### src/led_ctl_pkg.sv
// constants and types shared by the led expander control core
package led_ctl_pkg;
  localparam int PORT_COUNT  = 28;
  localparam int PORT_BASE   = 4;
  localparam int MON_COUNT   = 7;
  localparam int MON_BASE    = 24;
  localparam int IRQ_PORT    = 31;
  localparam int SEG_PAIRS   = 14;
  localparam int LEVEL_W     = 4;

  localparam logic [7:0] ADDR_GLOBAL_CURRENT = 8'h02;
  localparam logic [7:0] ADDR_CONFIG         = 8'h04;
  localparam logic [7:0] ADDR_MASK           = 8'h06;
  localparam logic [7:0] ADDR_DISPLAY_TEST   = 8'h07;
  localparam logic [7:0] ADDR_SEG_CUR_FIRST  = 8'h12;
  localparam logic [7:0] ADDR_SEG_CUR_LAST   = 8'h1f;

  localparam int CFG_RUN_BIT   = 0;
  localparam int CFG_INDIV_BIT = 6;
  localparam int CFG_MON_BIT   = 7;
  localparam int MASK_FLAG_BIT = 7;
  localparam int TEST_BIT      = 0;

  localparam logic [7:0]         CONFIG_RESET  = 8'h00;
  localparam logic [LEVEL_W-1:0] LEVEL_RESET   = 4'h0;
  localparam logic [6:0]         MASK_RESET    = 7'h00;
  localparam logic [LEVEL_W-1:0] LEVEL_HALF    = 4'h7;
  localparam logic [LEVEL_W-1:0] LEVEL_OFF     = 4'h0;

  // port modes, two config bits per port
  localparam logic [1:0] MODE_LED     = 2'h0;
  localparam logic [1:0] MODE_OUTPUT  = 2'h1;
  localparam logic [1:0] MODE_INPUT   = 2'h2;
  localparam logic [1:0] MODE_PULLUP  = 2'h3;

  typedef enum logic [2:0] {
    DET_IDLE  = 3'b001,
    DET_ARMED = 3'b010,
    DET_FIRED = 3'b100
  } det_state_t;
endpackage

### src/det_if.sv
// detector carrier between the control core and the transition detector
`timescale 1ns/1ps
interface det_if;
  import led_ctl_pkg::*;
  logic                 arm;
  logic                 disarm;
  logic                 clearFlag;
  logic [MON_COUNT-1:0] mask;
  logic [MON_COUNT-1:0] levels;
  logic                 flag;
  logic                 armed;
  modport core (output arm, output disarm, output clearFlag, output mask,
                output levels, input flag, input armed);
  modport det  (input arm, input disarm, input clearFlag, input mask,
                input levels, output flag, output armed);
endinterface

### src/transition_detect.sv
// one-shot transition detector with snapshot and sticky change flag
`timescale 1ns/1ps
module transition_detect
  import led_ctl_pkg::*;
(
  input  wire logic mclk,
  input  wire logic rst,
  det_if.det        dio
);
  typedef struct packed {
    det_state_t           state;
    logic [MON_COUNT-1:0] snap;
    logic                 flag;
  } det_reg_t;

  det_reg_t r_q;
  det_reg_t r_d;
  logic     diff;

  always_comb
  begin
    r_d  = r_q;
    diff = |((dio.levels ^ r_q.snap) & dio.mask);
    case (r_q.state)
      DET_IDLE:
      begin
        if (dio.arm)
        begin
          r_d.state = DET_ARMED;
          r_d.snap  = dio.levels;
          r_d.flag  = 1'b0;
        end
      end
      DET_ARMED:
      begin
        if (dio.arm)
        begin
          r_d.snap = dio.levels;
          r_d.flag = 1'b0;
        end
        else if (dio.disarm)
          r_d.state = DET_IDLE;
        else if (diff)
        begin
          r_d.state = DET_FIRED;
          r_d.flag  = 1'b1;
        end
      end
      DET_FIRED:
      begin
        if (dio.arm)
        begin
          r_d.state = DET_ARMED;
          r_d.snap  = dio.levels;
          r_d.flag  = 1'b0;
        end
        else if (dio.clearFlag)
        begin
          r_d.state = DET_IDLE;
          r_d.flag  = 1'b0;
        end
      end
      default:
        r_d.state = DET_IDLE;
    endcase
  end

  always_ff @(posedge mclk)
  begin
    if (rst)
    begin
      r_q.state <= DET_IDLE;
      r_q.snap  <= MASK_RESET;
      r_q.flag  <= 1'b0;
    end
    else
      r_q <= r_d;
  end

  assign dio.flag  = r_q.flag;
  assign dio.armed = (r_q.state == DET_ARMED);
endmodule

### src/led_expander_config_transition_detect.sv
// control core: configuration, current select, transition detect, display test
// Contract
// - configuration bit 0: zero is shutdown, one is normal operation
// - individual bit clear: every led port uses the global current setting
// - individual bit set: each segment uses its own nibble, global ignored
// - configuration bit 7 enables transition detection
// - global current low nibble picks 1/16..16/16; upper nibble ignored
// - seven mask bits include or exclude each monitored port
// - monitored ports compare regardless of input or output mode
// - configuration write with monitor bit loads 7-bit snapshot of monitored ports
// - snapshot reloads on every such write, even if already enabled
// - armed until written with monitor bit clear or a transition seen
// - arming clears change flag and drives interrupt output low
// - any monitored difference while armed sets flag and raises interrupt
// - flag and interrupt stay set despite further changes or return
// - only mask register read or write, or a configuration write with monitor bit set, clears flag and interrupt
// - after clearing a fired flag detection disarms, monitor bit still reads set
// - display test turns on all led ports, registers unchanged
// - display test leaves push-pull outputs at their current state
// - display test drives led ports at half maximum current
// - interrupt port as output becomes active-high mirror of change flag
`timescale 1ns/1ps
module led_expander_config_transition_detect
  import led_ctl_pkg::*;
#(
  parameter int NUM_PORTS = PORT_COUNT
)
(
  input  wire logic                             mclk,
  input  wire logic                             rst,
  input  wire logic                             regWrite,
  input  wire logic                             regRead,
  input  wire logic [7:0]                       regAddr,
  input  wire logic [7:0]                       regWdata,
  output logic      [7:0]                       regRdata,
  input  wire logic [2*NUM_PORTS-1:0]           portMode,
  input  wire logic [NUM_PORTS-1:0]             portData,
  input  wire logic [NUM_PORTS-1:0]             portLevel,
  output logic      [NUM_PORTS-1:0]             ledOn,
  output logic      [LEVEL_W*NUM_PORTS-1:0]     ledCurrent,
  output logic      [NUM_PORTS-1:0]             gpioOut,
  output logic                                  runEnable,
  output logic                                  irqOut,
  output logic                                  irqOutEn
);
  import led_ctl_pkg::*;

  typedef struct packed {
    logic [7:0]                   config_;
    logic [LEVEL_W-1:0]           globalLevel;
    logic [MON_COUNT-1:0]         mask;
    logic                         test;
    logic [2*SEG_PAIRS*LEVEL_W-1:0] segLevel;
    logic [7:0]                   rdata;
    logic [NUM_PORTS-1:0]         ledOn;
    logic [LEVEL_W*NUM_PORTS-1:0] ledCurrent;
    logic [NUM_PORTS-1:0]         gpioOut;
    logic                         run;
    logic                         irq;
    logic                         irqEn;
  } core_reg_t;

  core_reg_t core_q;
  core_reg_t core_d;
  det_if     det();

  // monitored port index for mask bit n
  function automatic int monPort(input int n);
    monPort = MON_BASE - PORT_BASE + n;
  endfunction

  function automatic logic [1:0] modeOf(input logic [2*NUM_PORTS-1:0] m, input int p);
    modeOf = m[2*p +: 2];
  endfunction

  logic cfgWrite;
  logic maskAccess;
  logic [NUM_PORTS-1:0] isLed;
  logic [LEVEL_W-1:0]   portLvl [NUM_PORTS];

  assign cfgWrite   = regWrite && (regAddr == ADDR_CONFIG);
  assign maskAccess = (regWrite || regRead) && (regAddr == ADDR_MASK);

  assign det.arm       = cfgWrite && regWdata[CFG_MON_BIT];
  assign det.disarm    = cfgWrite && !regWdata[CFG_MON_BIT];
  assign det.clearFlag = maskAccess;
  assign det.mask      = core_q.mask;

  genvar g;
  generate
    for (g = 0; g < MON_COUNT; g++)
    begin : g_mon
      assign det.levels[g] = portLevel[monPort(g)];
    end
    for (g = 0; g < NUM_PORTS; g++)
    begin : g_port
      assign isLed[g] = (modeOf(portMode, g) == MODE_LED);
      // segment nibble: even ports low nibble, odd ports high nibble
      assign portLvl[g] = core_q.config_[CFG_INDIV_BIT]
                        ? core_q.segLevel[LEVEL_W*g +: LEVEL_W]
                        : core_q.globalLevel;
    end
  endgenerate

  transition_detect u_det (
    .mclk (mclk),
    .rst  (rst),
    .dio  (det)
  );

  always_comb
  begin
    core_d = core_q;
    if (regWrite)
    begin
      case (regAddr)
        ADDR_GLOBAL_CURRENT: core_d.globalLevel = regWdata[LEVEL_W-1:0];
        ADDR_CONFIG:         core_d.config_     = regWdata;
        ADDR_MASK:           core_d.mask        = regWdata[MON_COUNT-1:0];
        ADDR_DISPLAY_TEST:   core_d.test        = regWdata[TEST_BIT];
        default:
        begin
          if (regAddr >= ADDR_SEG_CUR_FIRST && regAddr <= ADDR_SEG_CUR_LAST)
            core_d.segLevel[8*(regAddr - ADDR_SEG_CUR_FIRST) +: 8] = regWdata;
        end
      endcase
    end
    case (regAddr)
      ADDR_GLOBAL_CURRENT: core_d.rdata = {4'h0, core_q.globalLevel};
      ADDR_CONFIG:         core_d.rdata = {core_q.config_[CFG_MON_BIT],
                                           core_q.config_[CFG_INDIV_BIT], 5'h00,
                                           core_q.config_[CFG_RUN_BIT]};
      ADDR_MASK:           core_d.rdata = {det.flag, core_q.mask};
      ADDR_DISPLAY_TEST:   core_d.rdata = {7'h00, core_q.test};
      default:
      begin
        if (regAddr >= ADDR_SEG_CUR_FIRST && regAddr <= ADDR_SEG_CUR_LAST)
          core_d.rdata = core_q.segLevel[8*(regAddr - ADDR_SEG_CUR_FIRST) +: 8];
        else
          core_d.rdata = 8'h00;
      end
    endcase
    core_d.run = core_q.config_[CFG_RUN_BIT];
    for (int p = 0; p < NUM_PORTS; p++)
    begin
      if (core_q.test && isLed[p])
      begin
        core_d.ledOn[p]                    = 1'b1;
        core_d.ledCurrent[LEVEL_W*p +: LEVEL_W] = LEVEL_HALF;
      end
      else
      begin
        core_d.ledOn[p] = isLed[p] && portData[p] && core_q.config_[CFG_RUN_BIT];
        core_d.ledCurrent[LEVEL_W*p +: LEVEL_W] = isLed[p] ? portLvl[p] : LEVEL_OFF;
      end
      core_d.gpioOut[p] = portData[p];
    end
    core_d.irqEn = (modeOf(portMode, IRQ_PORT - PORT_BASE) == MODE_OUTPUT);
    core_d.irq   = det.flag;
  end

  always_ff @(posedge mclk)
  begin
    if (rst)
    begin
      core_q.config_     <= CONFIG_RESET;
      core_q.globalLevel <= LEVEL_RESET;
      core_q.mask        <= MASK_RESET;
      core_q.test        <= 1'b0;
      core_q.segLevel    <= '0;
      core_q.rdata       <= 8'h00;
      core_q.ledOn       <= '0;
      core_q.ledCurrent  <= '0;
      core_q.gpioOut     <= '0;
      core_q.run         <= 1'b0;
      core_q.irq         <= 1'b0;
      core_q.irqEn       <= 1'b0;
    end
    else
      core_q <= core_d;
  end

  assign regRdata   = core_q.rdata;
  assign ledOn      = core_q.ledOn;
  assign ledCurrent = core_q.ledCurrent;
  assign gpioOut    = core_q.gpioOut;
  assign runEnable  = core_q.run;
  assign irqOut     = core_q.irq;
  assign irqOutEn   = core_q.irqEn;
endmodule

### config.mk
export PLATFORM = sky130hd
export DESIGN_NAME = led_expander_config_transition_detect
export DESIGN_NICKNAME = d
export VERILOG_FILES = /design/src/led_ctl_pkg.sv /design/src/det_if.sv /design/src/transition_detect.sv /design/src/led_expander_config_transition_detect.sv
export SDC_FILE = /design/constraint.sdc
export NUM_CORES = 1
export LEC_CHECK = 0
export BUFFER_PORTS_ARGS = -buffer_cell sky130_fd_sc_hd__buf_2
export CAP_MARGIN = 20
export CELL_PAD_IN_SITES_DETAIL_PLACEMENT = 1
export CELL_PAD_IN_SITES_GLOBAL_PLACEMENT = 1
export CORE_MARGIN = 2
export CORE_UTILIZATION = 38
export CTS_BUF_LIST = sky130_fd_sc_hd__clkbuf_16
export CTS_CLUSTER_DIAMETER = 30
export DETAILED_ROUTE_END_ITERATION = 6
export GPL_ROUTABILITY_DRIVEN = 0
export PLACE_DENSITY = 0.77
export SLEW_MARGIN = 20
export SYNTH_ARGS = -nofsm -noshare
export SYNTH_HDL_FRONTEND = slang
export SYNTH_SLANG_ARGS = --single-unit
### constraint.sdc
create_clock -name mclk -period 4.7 [get_ports mclk]
set_input_delay 0 -clock mclk [delete_from_list [all_inputs] [get_ports mclk]]
set_output_delay 0 -clock mclk [all_outputs]
set_load 0.05 [all_outputs]
==> metrics.cfg, run 1 <==
[status]
status = finished clean

[clock_tree]
post-cts-setup-buffers = 0
clkLatencyLatePin_ps = 590
cts_root_buf = clkbuf_16
clock_path_buffers = 3
cts_tree = built
clkSinkCount = 317
numCtsBuffers = 74
htreeDepth = 3
cts.clk_slew.worst_paths_ps = 50
cts_resized = 0

[job]
max_cap_violations = 0

[yosys]
synth_cells = 1574
ys.flop_type = dfxtp_1
syn_nets = 1718
synthesis.area_um2 = 14700
yosysSeqAreaShare_pct = 43.1
async_flop_share_pct = 0
synth_top_area_share_pct = 43.1
synth_edf_count = 0
synth_cell_types = 68
syn_area_per_cell_um2 = 9.36
synthTopCellsByCount = dfxtp_1 (317), nand2_1 (184), buf_4 (176)
synth_top_area_cell = dfxtp_1
yosysWarningCount = 0
yosysMostFrequentCell = dfxtp_1
ys_seq_elements = 317
yosys-top-cells-area = dfxtp_1 (43%), buf_4 (9.0%), mux2i_1 (8.0%), a21oi_1 (5.5%), nand2b_1 (5.0%)

[global_route]
grt_pass1_wl_um = 85100
grt_max_degree = 178
antenna_found_initial = 4
grt_overflow = 0
grt_usage_pct = 27.4
grt_pass1_vias = 14100

[timing]
fin_hold_ws_ps = 68.1
post-route-period-util_pct = 84.6
hold_viol = 0
timing.final.ws_setup_ps = 725
fin_skew_ps = 28.7
rsz0062_at_grt = no
worstMarginPinSlew_ps = 1200
setup_tns_ps = 0
slew_viol_final = 0
setup_viol = 0
fmax_mhz = 252
maxSlewHeadroom_pct = 18.9
layout_min_cycle_time_ps = 3970

[route]
wl_per_cell_um = 23.2
wl_um = 55600
ant_nets = 0
viasPerCell = 5.36
drc = 0
vias = 12800
drt_first_pass_iters = 4
drtIter0Drc = 880

[floorplanning]
boundaryPins = 311
die_w_um = 201
rows = 72
core_region_area_um2 = 38500
dieArea_um2 = 40400
fp.dieH_um = 201
start_util_pct = 38.3

[cells_and_area]
antenna_cells = 0
drive_gt1_share_pct = 27.1
area_delta_synth_final_pct = 29.5
fill_cells = 4325
fin_cells = 2399
finish.net_count = 1966

[worst_setup_path]
cpMaxStageDelayCell = or4b_2
crit_arrival_ps = 4480
cp_data_required_time_ps = 5200
critPathMaxStageDelay_ps = 720
path_cells = buf_2 -> inv_1 -> ha_1 -> nand2b_4 -> a211oi_1 -> xor2_1 -> or4b_2 -> ha_1 -> nor4bb_1 -> nand4_1 -> nor4b_1 -> nand4_1 -> buf_4 -> a2111oi_4 -> buf_4 -> mux2i_1
endpoint_kind = flip-flop
start_kind = input port
worstPathMaxFanout = 14
critPathKind = input port to flip-flop

[worst_hold_path]
hp-class = input port to flip-flop

[power]
p_sw_mw = 2.11
p_seq_share_pct = 32.6
internal_power_mw = 6.29
p_leak_nw = 7.66
p_per_area_nw_per_um2 = 440
vdd_drop_max_mv = 0.245
comb_power_share_pct = 6.6
power.total_mw = 8.39
p_sw_share_pct = 25.1
clock_power_share_pct = 60.8

[place]
pre_cts_ws_ps = 204
portBuffers = 289
hpwl_um = 35000
placed_cells = 2142

[cells in the final DEF, fill, tap and decap left out, drive strengths merged, types with 3 or more instances in the layout]
master         n
clkbuf        76
and3           5
mux2          13
mux2i        118
a222oi         6
buf          313
dlygate4sd3  121
and3b          4
or2            3
or3           30
inv           30
nor3          39
nand4          7
ha            12
nor2          74
a211oi         5
or4            6
or4b           3
mux4          31
and2           7
a22oi          4
nor2b         56
xor2          12
nor4           3
clkinvlp       8
dfxtp        317
nand2        184
a2111oi        6
nand3         21
bufinv         7
o21ai         15
clkinv        25
nor4b          6
nand2b       119
a21oi        166
xnor2          4
[routing by layer]
metal | track usage, % | up-vias | share of wire, %
met3 | 6.44 | 178 | 6.7
met1 | 32.1 | 6364 | 40
met5 | 0 | - | 0.063
met2 | 46.0 | 550 | 48
met4 | 16.1 | 6 | 5.4
li1 | - | 5751 | -
[final timing paths]
| path | to | depth (start not counted) | slack (ps) | start |
|---|---|---|---|---|
| setup / recovery | core_q[244] | 16 | 730 | regAddr[2] |
| hold / removal | core_q[310] | 4 | 70 | regWdata[7] |
| setup reg to reg | ledCurrent[76] | 4 | 2360 | core_q[309] |
| hold reg to reg | core_q[310] | 2 | 470 | core_q[310] |
[repair_timing]
| action | CTS | global route |
|---|---|---|
| setup endpoints to repair | 0 | 0 |
| endpoints found under the hold margin | 198 | 0 |
| hold buffers | 121 | 0 |
[worst max-delay path: cells and delay by family]
kind	cells	cell delay, ps
compound gates	2	1000
buf+inv	4	730
xor+xnor	1	200
mux	1	210
simple gates	6	1680
fa+ha+maj	2	660
[final cells by class]
| cell class | instances | area [µm²] | area share (%) |
|---|---|---|---|
| clock buffers | 76 | 1900 | 9.97 |
| clock inverters | 59 | 581 | 3.04 |
| inverters | 11 | 41.3 | 0.216 |
| multi-input cells | 984 | 6710 | 35.2 |
| flip-flops and latches | 317 | 6350 | 33.3 |
| well taps | 518 | 648 | 3.40 |
| repair buffers | 434 | 2850 | 14.9 |
[power groups by stage]
| stage | Clock, mW | Sequential [mW] | Combinational (mW) |
|---|---|---|---|
| finish | 5.10 | 2.74 | 0.557 |
| global route | 5.33 | 2.74 | 0.591 |
| CTS | 5.13 | 2.74 | 0.539 |
| detailed placement | 0 | 2.79 | 0.464 |
| global placement | 0 | 2.78 | 0.449 |
| floorplan | 0 | 2.78 | 0.327 |
[sequential cells by signal, indices dropped and copies added, names as in the netlist]
register	count
u_det.r_q	10
u_det.dio.flag	1
gpioOut	28
runEnable	1
det.mask	7
regRdata	8
ledOn	28
core_d	1
ledCurrent	112
irqOut	1
irqOutEn	1
core_q	119
[metrics by stage]
stage                     util [%]  area (µm²)
after floorplan                  -       14700
after global placement        40.0       15400
after detailed placement      40.0       15400
after CTS                     49.6       19100
after global routing          49.6       19100
final                         49.6       19100
[kinds of logic after synthesis]
family	share of synthesized area, %
and+or+nand+nor	20.0
DFF	43.1
buffers and inverters	11.6
AOI/OAI and AO/OA	9.40
muxes	13.9
xor gates and xnor gates	1.05
adders and majority gates	1.02
No activity file was read; power rests on OpenSTA's default activity.
==> inputs of run 2 (changes only) <==
--- a/config.mk
+++ b/config.mk
@@ -5,17 +5,18 @@
 export SDC_FILE = /design/constraint.sdc
 export NUM_CORES = 1
 export LEC_CHECK = 0
+export ABC_AREA = 1
 export BUFFER_PORTS_ARGS = -buffer_cell sky130_fd_sc_hd__buf_2
 export CAP_MARGIN = 20
 export CELL_PAD_IN_SITES_DETAIL_PLACEMENT = 1
 export CELL_PAD_IN_SITES_GLOBAL_PLACEMENT = 1
 export CORE_MARGIN = 2
-export CORE_UTILIZATION = 38
+export CORE_UTILIZATION = 35
 export CTS_BUF_LIST = sky130_fd_sc_hd__clkbuf_16
 export CTS_CLUSTER_DIAMETER = 30
 export DETAILED_ROUTE_END_ITERATION = 6
 export GPL_ROUTABILITY_DRIVEN = 0
-export PLACE_DENSITY = 0.77
+export PLACE_DENSITY = 0.76
 export SLEW_MARGIN = 20
 export SYNTH_ARGS = -nofsm -noshare
 export SYNTH_HDL_FRONTEND = slang
==> constraint.sdc (replaced) <==
create_clock -name mclk -period 3.6 [get_ports mclk]
set_input_delay 0 -clock mclk [delete_from_list [all_inputs] [get_ports mclk]]
set_output_delay 0 -clock mclk [all_outputs]
set_load 0.05 [all_outputs]
==> metrics.cfg, run 2 <==
[clock_tree]
clkLatencyLatePin_ps = 610
cts_root_buf = clkbuf_16
clkSinkCount = 317
htreeDepth = 3
numCtsBuffers = 78
cts.clk_slew.worst_paths_ps = 50
cts_tree = built
clock_path_buffers = 3

[yosys]
syn_nets = 2425
yosys-top-cells-area = dfxtp_1 (41%), inv_1 (9.4%), nand2_1 (8.7%), buf_4 (8.6%), nor2_1 (8.2%)
syn_area_per_cell_um2 = 6.86
synth_cells = 2281
synth_top_area_cell = dfxtp_1
yosysSeqAreaShare_pct = 40.5
synth_top_area_share_pct = 40.5
yosysMostFrequentCell = inv_1
synthTopCellsByCount = inv_1 (391), nand2_1 (364), nor2_1 (344)
ys.flop_type = dfxtp_1
ys_seq_elements = 317
yosysWarningCount = 0
async_flop_share_pct = 0
synth_edf_count = 0
synthesis.area_um2 = 15700
synth_cell_types = 44

[worst_setup_path]
critPathKind = input port to flip-flop
start_kind = input port
crit_arrival_ps = 3700
worst_path_most_repeated_cell = nand2_1
path_cells = dlygate4sd3_1 -> buf_2 -> nor3_1 -> nand2_1 -> nand2_1 -> nor2_4 -> nand2_1 -> inv_1 -> ha_1 -> nor4_1 -> nand3_1 -> nand2_1 -> nand2_1 -> nor2_2 -> nand2_2 -> nor2_8 -> nand4_4 -> nor3_4 -> inv_2 -> nor2_1 -> nor2_1
worstPathMaxFanout = 9
r2r_slack_ps = 1630
critPathMaxStageDelay_ps = 540
cp_data_required_time_ps = 4070
reg2regPathDepth = 9
endpoint_kind = flip-flop
cpMaxStageDelayCell = dlygate4sd3_1

[place]
placed_cells = 2915
placed_area_um2 = 16300
pre_cts_ws_ps = 111
hpwl_um = 39600
portBuffers = 289

[floorplanning]
core_region_area_um2 = 44200
start_util_pct = 35.4
rows = 77
fp.dieH_um = 216
dieArea_um2 = 46400
die_w_um = 216
boundaryPins = 311

[status]
status = finished clean

[cells_and_area]
area_delta_synth_final_pct = 27.8
fin_cells = 3160
antenna_cells = 0
drive_gt1_share_pct = 19.2
final_common_cell = inv_1
largest_register = core_q
fill_cells = 5508
final_cell_area_um2 = 20000
mostFrequentLayoutCells = inv_1 (403), nand2_1 (364), nor2_1 (343), dfxtp_1 (315), buf_2 (289)
largest_reg_flops = 119
finish.net_count = 2653
top_regs = core_q x119, ledCurrent x112

[route]
drc = 0
ant_nets = 0
viasPerCell = 4.88
drtIter0Drc = 994
vias = 15400
wl_per_cell_um = 18.8
wl_um = 59400
drt_first_pass_iters = 7

[worst_hold_path]
worstHoldPathCells = 6
hp-class = input port to flip-flop

[timing]
slew_viol_final = 0
layout_min_cycle_time_ps = 3230
maxSlewHeadroom_pct = 35.1
setup_tns_ps = 0
fin_skew_ps = 23.0
setup_viol = 0
rsz0062_at_grt = no
post-route-period-util_pct = 89.8
hold_viol = 0
timing.final.ws_setup_ps = 366
fmax_mhz = 309
worstMarginPinSlew_ps = 974

[global_route]
grt_overflow = 0
grt_max_degree = 93
grt_pass1_wl_um = 91100
grt_pass1_vias = 16400
grt_usage_pct = 25.2
antenna_found_initial = 0

[job]
max_cap_violations = 0

[power]
power.total_mw = 11.4
p_per_area_nw_per_um2 = 570
vdd_drop_max_mv = 0.312
p_leak_nw = 11.0

run 2: cell count changes after synthesis, sizes merged, moves of 118 or more:
cell and change:
mux2i -118, nor2 +282, inv +392, nand2 +194
nand2b -119, o21ai +183
run 2: cell families (layout without fill, tap and decap cells):
group                    Yosys count  count (layout)  synth area share (%)
AO/OA/AOI/OAI                    390             390                  13.0
XOR/XNOR                           2               2                 0.232
flip-flops                       317             317                  40.5
buffers and inverters            677             964                  20.8
adder cells (fa/ha/maj)           12              12                 0.959
AND/OR/NAND/NOR                  883             883                  24.5
run 2: worst paths after layout:
check | startpoint | endpoint
max | regAddr[7] | core_q[224]
min | regAddr[6] | regRdata[6]
max reg2reg | u_det.r_q[10] | u_det.r_q[3]
min reg2reg | core_q[310] | core_q[310]
run 2: cell type report:
type                       instances  area (µm²)  share of cell area (%)
sequential                       317        6350                    31.7
multi-input combinational       1287        6070                    30.3
timing repair buffer             420        2700                    13.5
clock buffer                      79        1980                    9.88
inverter                         405        1530                    7.62
tap                              592         741                    3.70
clock inverter                    60         648                    3.24
run 2: timing repair:
item,CTS,global route
resized for setup,0,0
endpoints found under the hold margin,190,0
hold buffers,106,0
setup buffers,0,0
run 2: critical path, delay by kind of cell:
kind	cells	cell delay, ps
adders and majority gates	1	290
and+or+nand+nor	16	2520
buffers and inverters	4	890
run 2: through the flow:
stage,util [%],hold slack [ps]
2_1_floorplan,-,71.8
3_3_place_gp,36.9,175
3_5_place_dp,36.9,182
4_1_cts,45.2,10.2
5_1_grt,45.2,76.7
6_report,45.2,49.9
run 2: power by group:
part / leakage [nW] / switching [mW] / internal (mW)
Sequential: 2.56 / 0.0197 / 3.56
Clock: 1.33 / 2.28 / 4.72
Combinational: 7.10 / 0.563 / 0.251
Total: 11.0 / 2.87 / 8.53
run 2: metal layers:
layer / part of all wire, % / wire length [µm] / GRT usage (%) / up-vias
met5: 0 / 0 / 0 / -
met4: 4.6 / 2700 / 13.5 / 0
met3: 5.8 / 3430 / 5.07 / 163
met2: 48 / 28200 / 43.0 / 532
met1: 42 / 25000 / 29.8 / 7379
li1: - / - / - / 7356
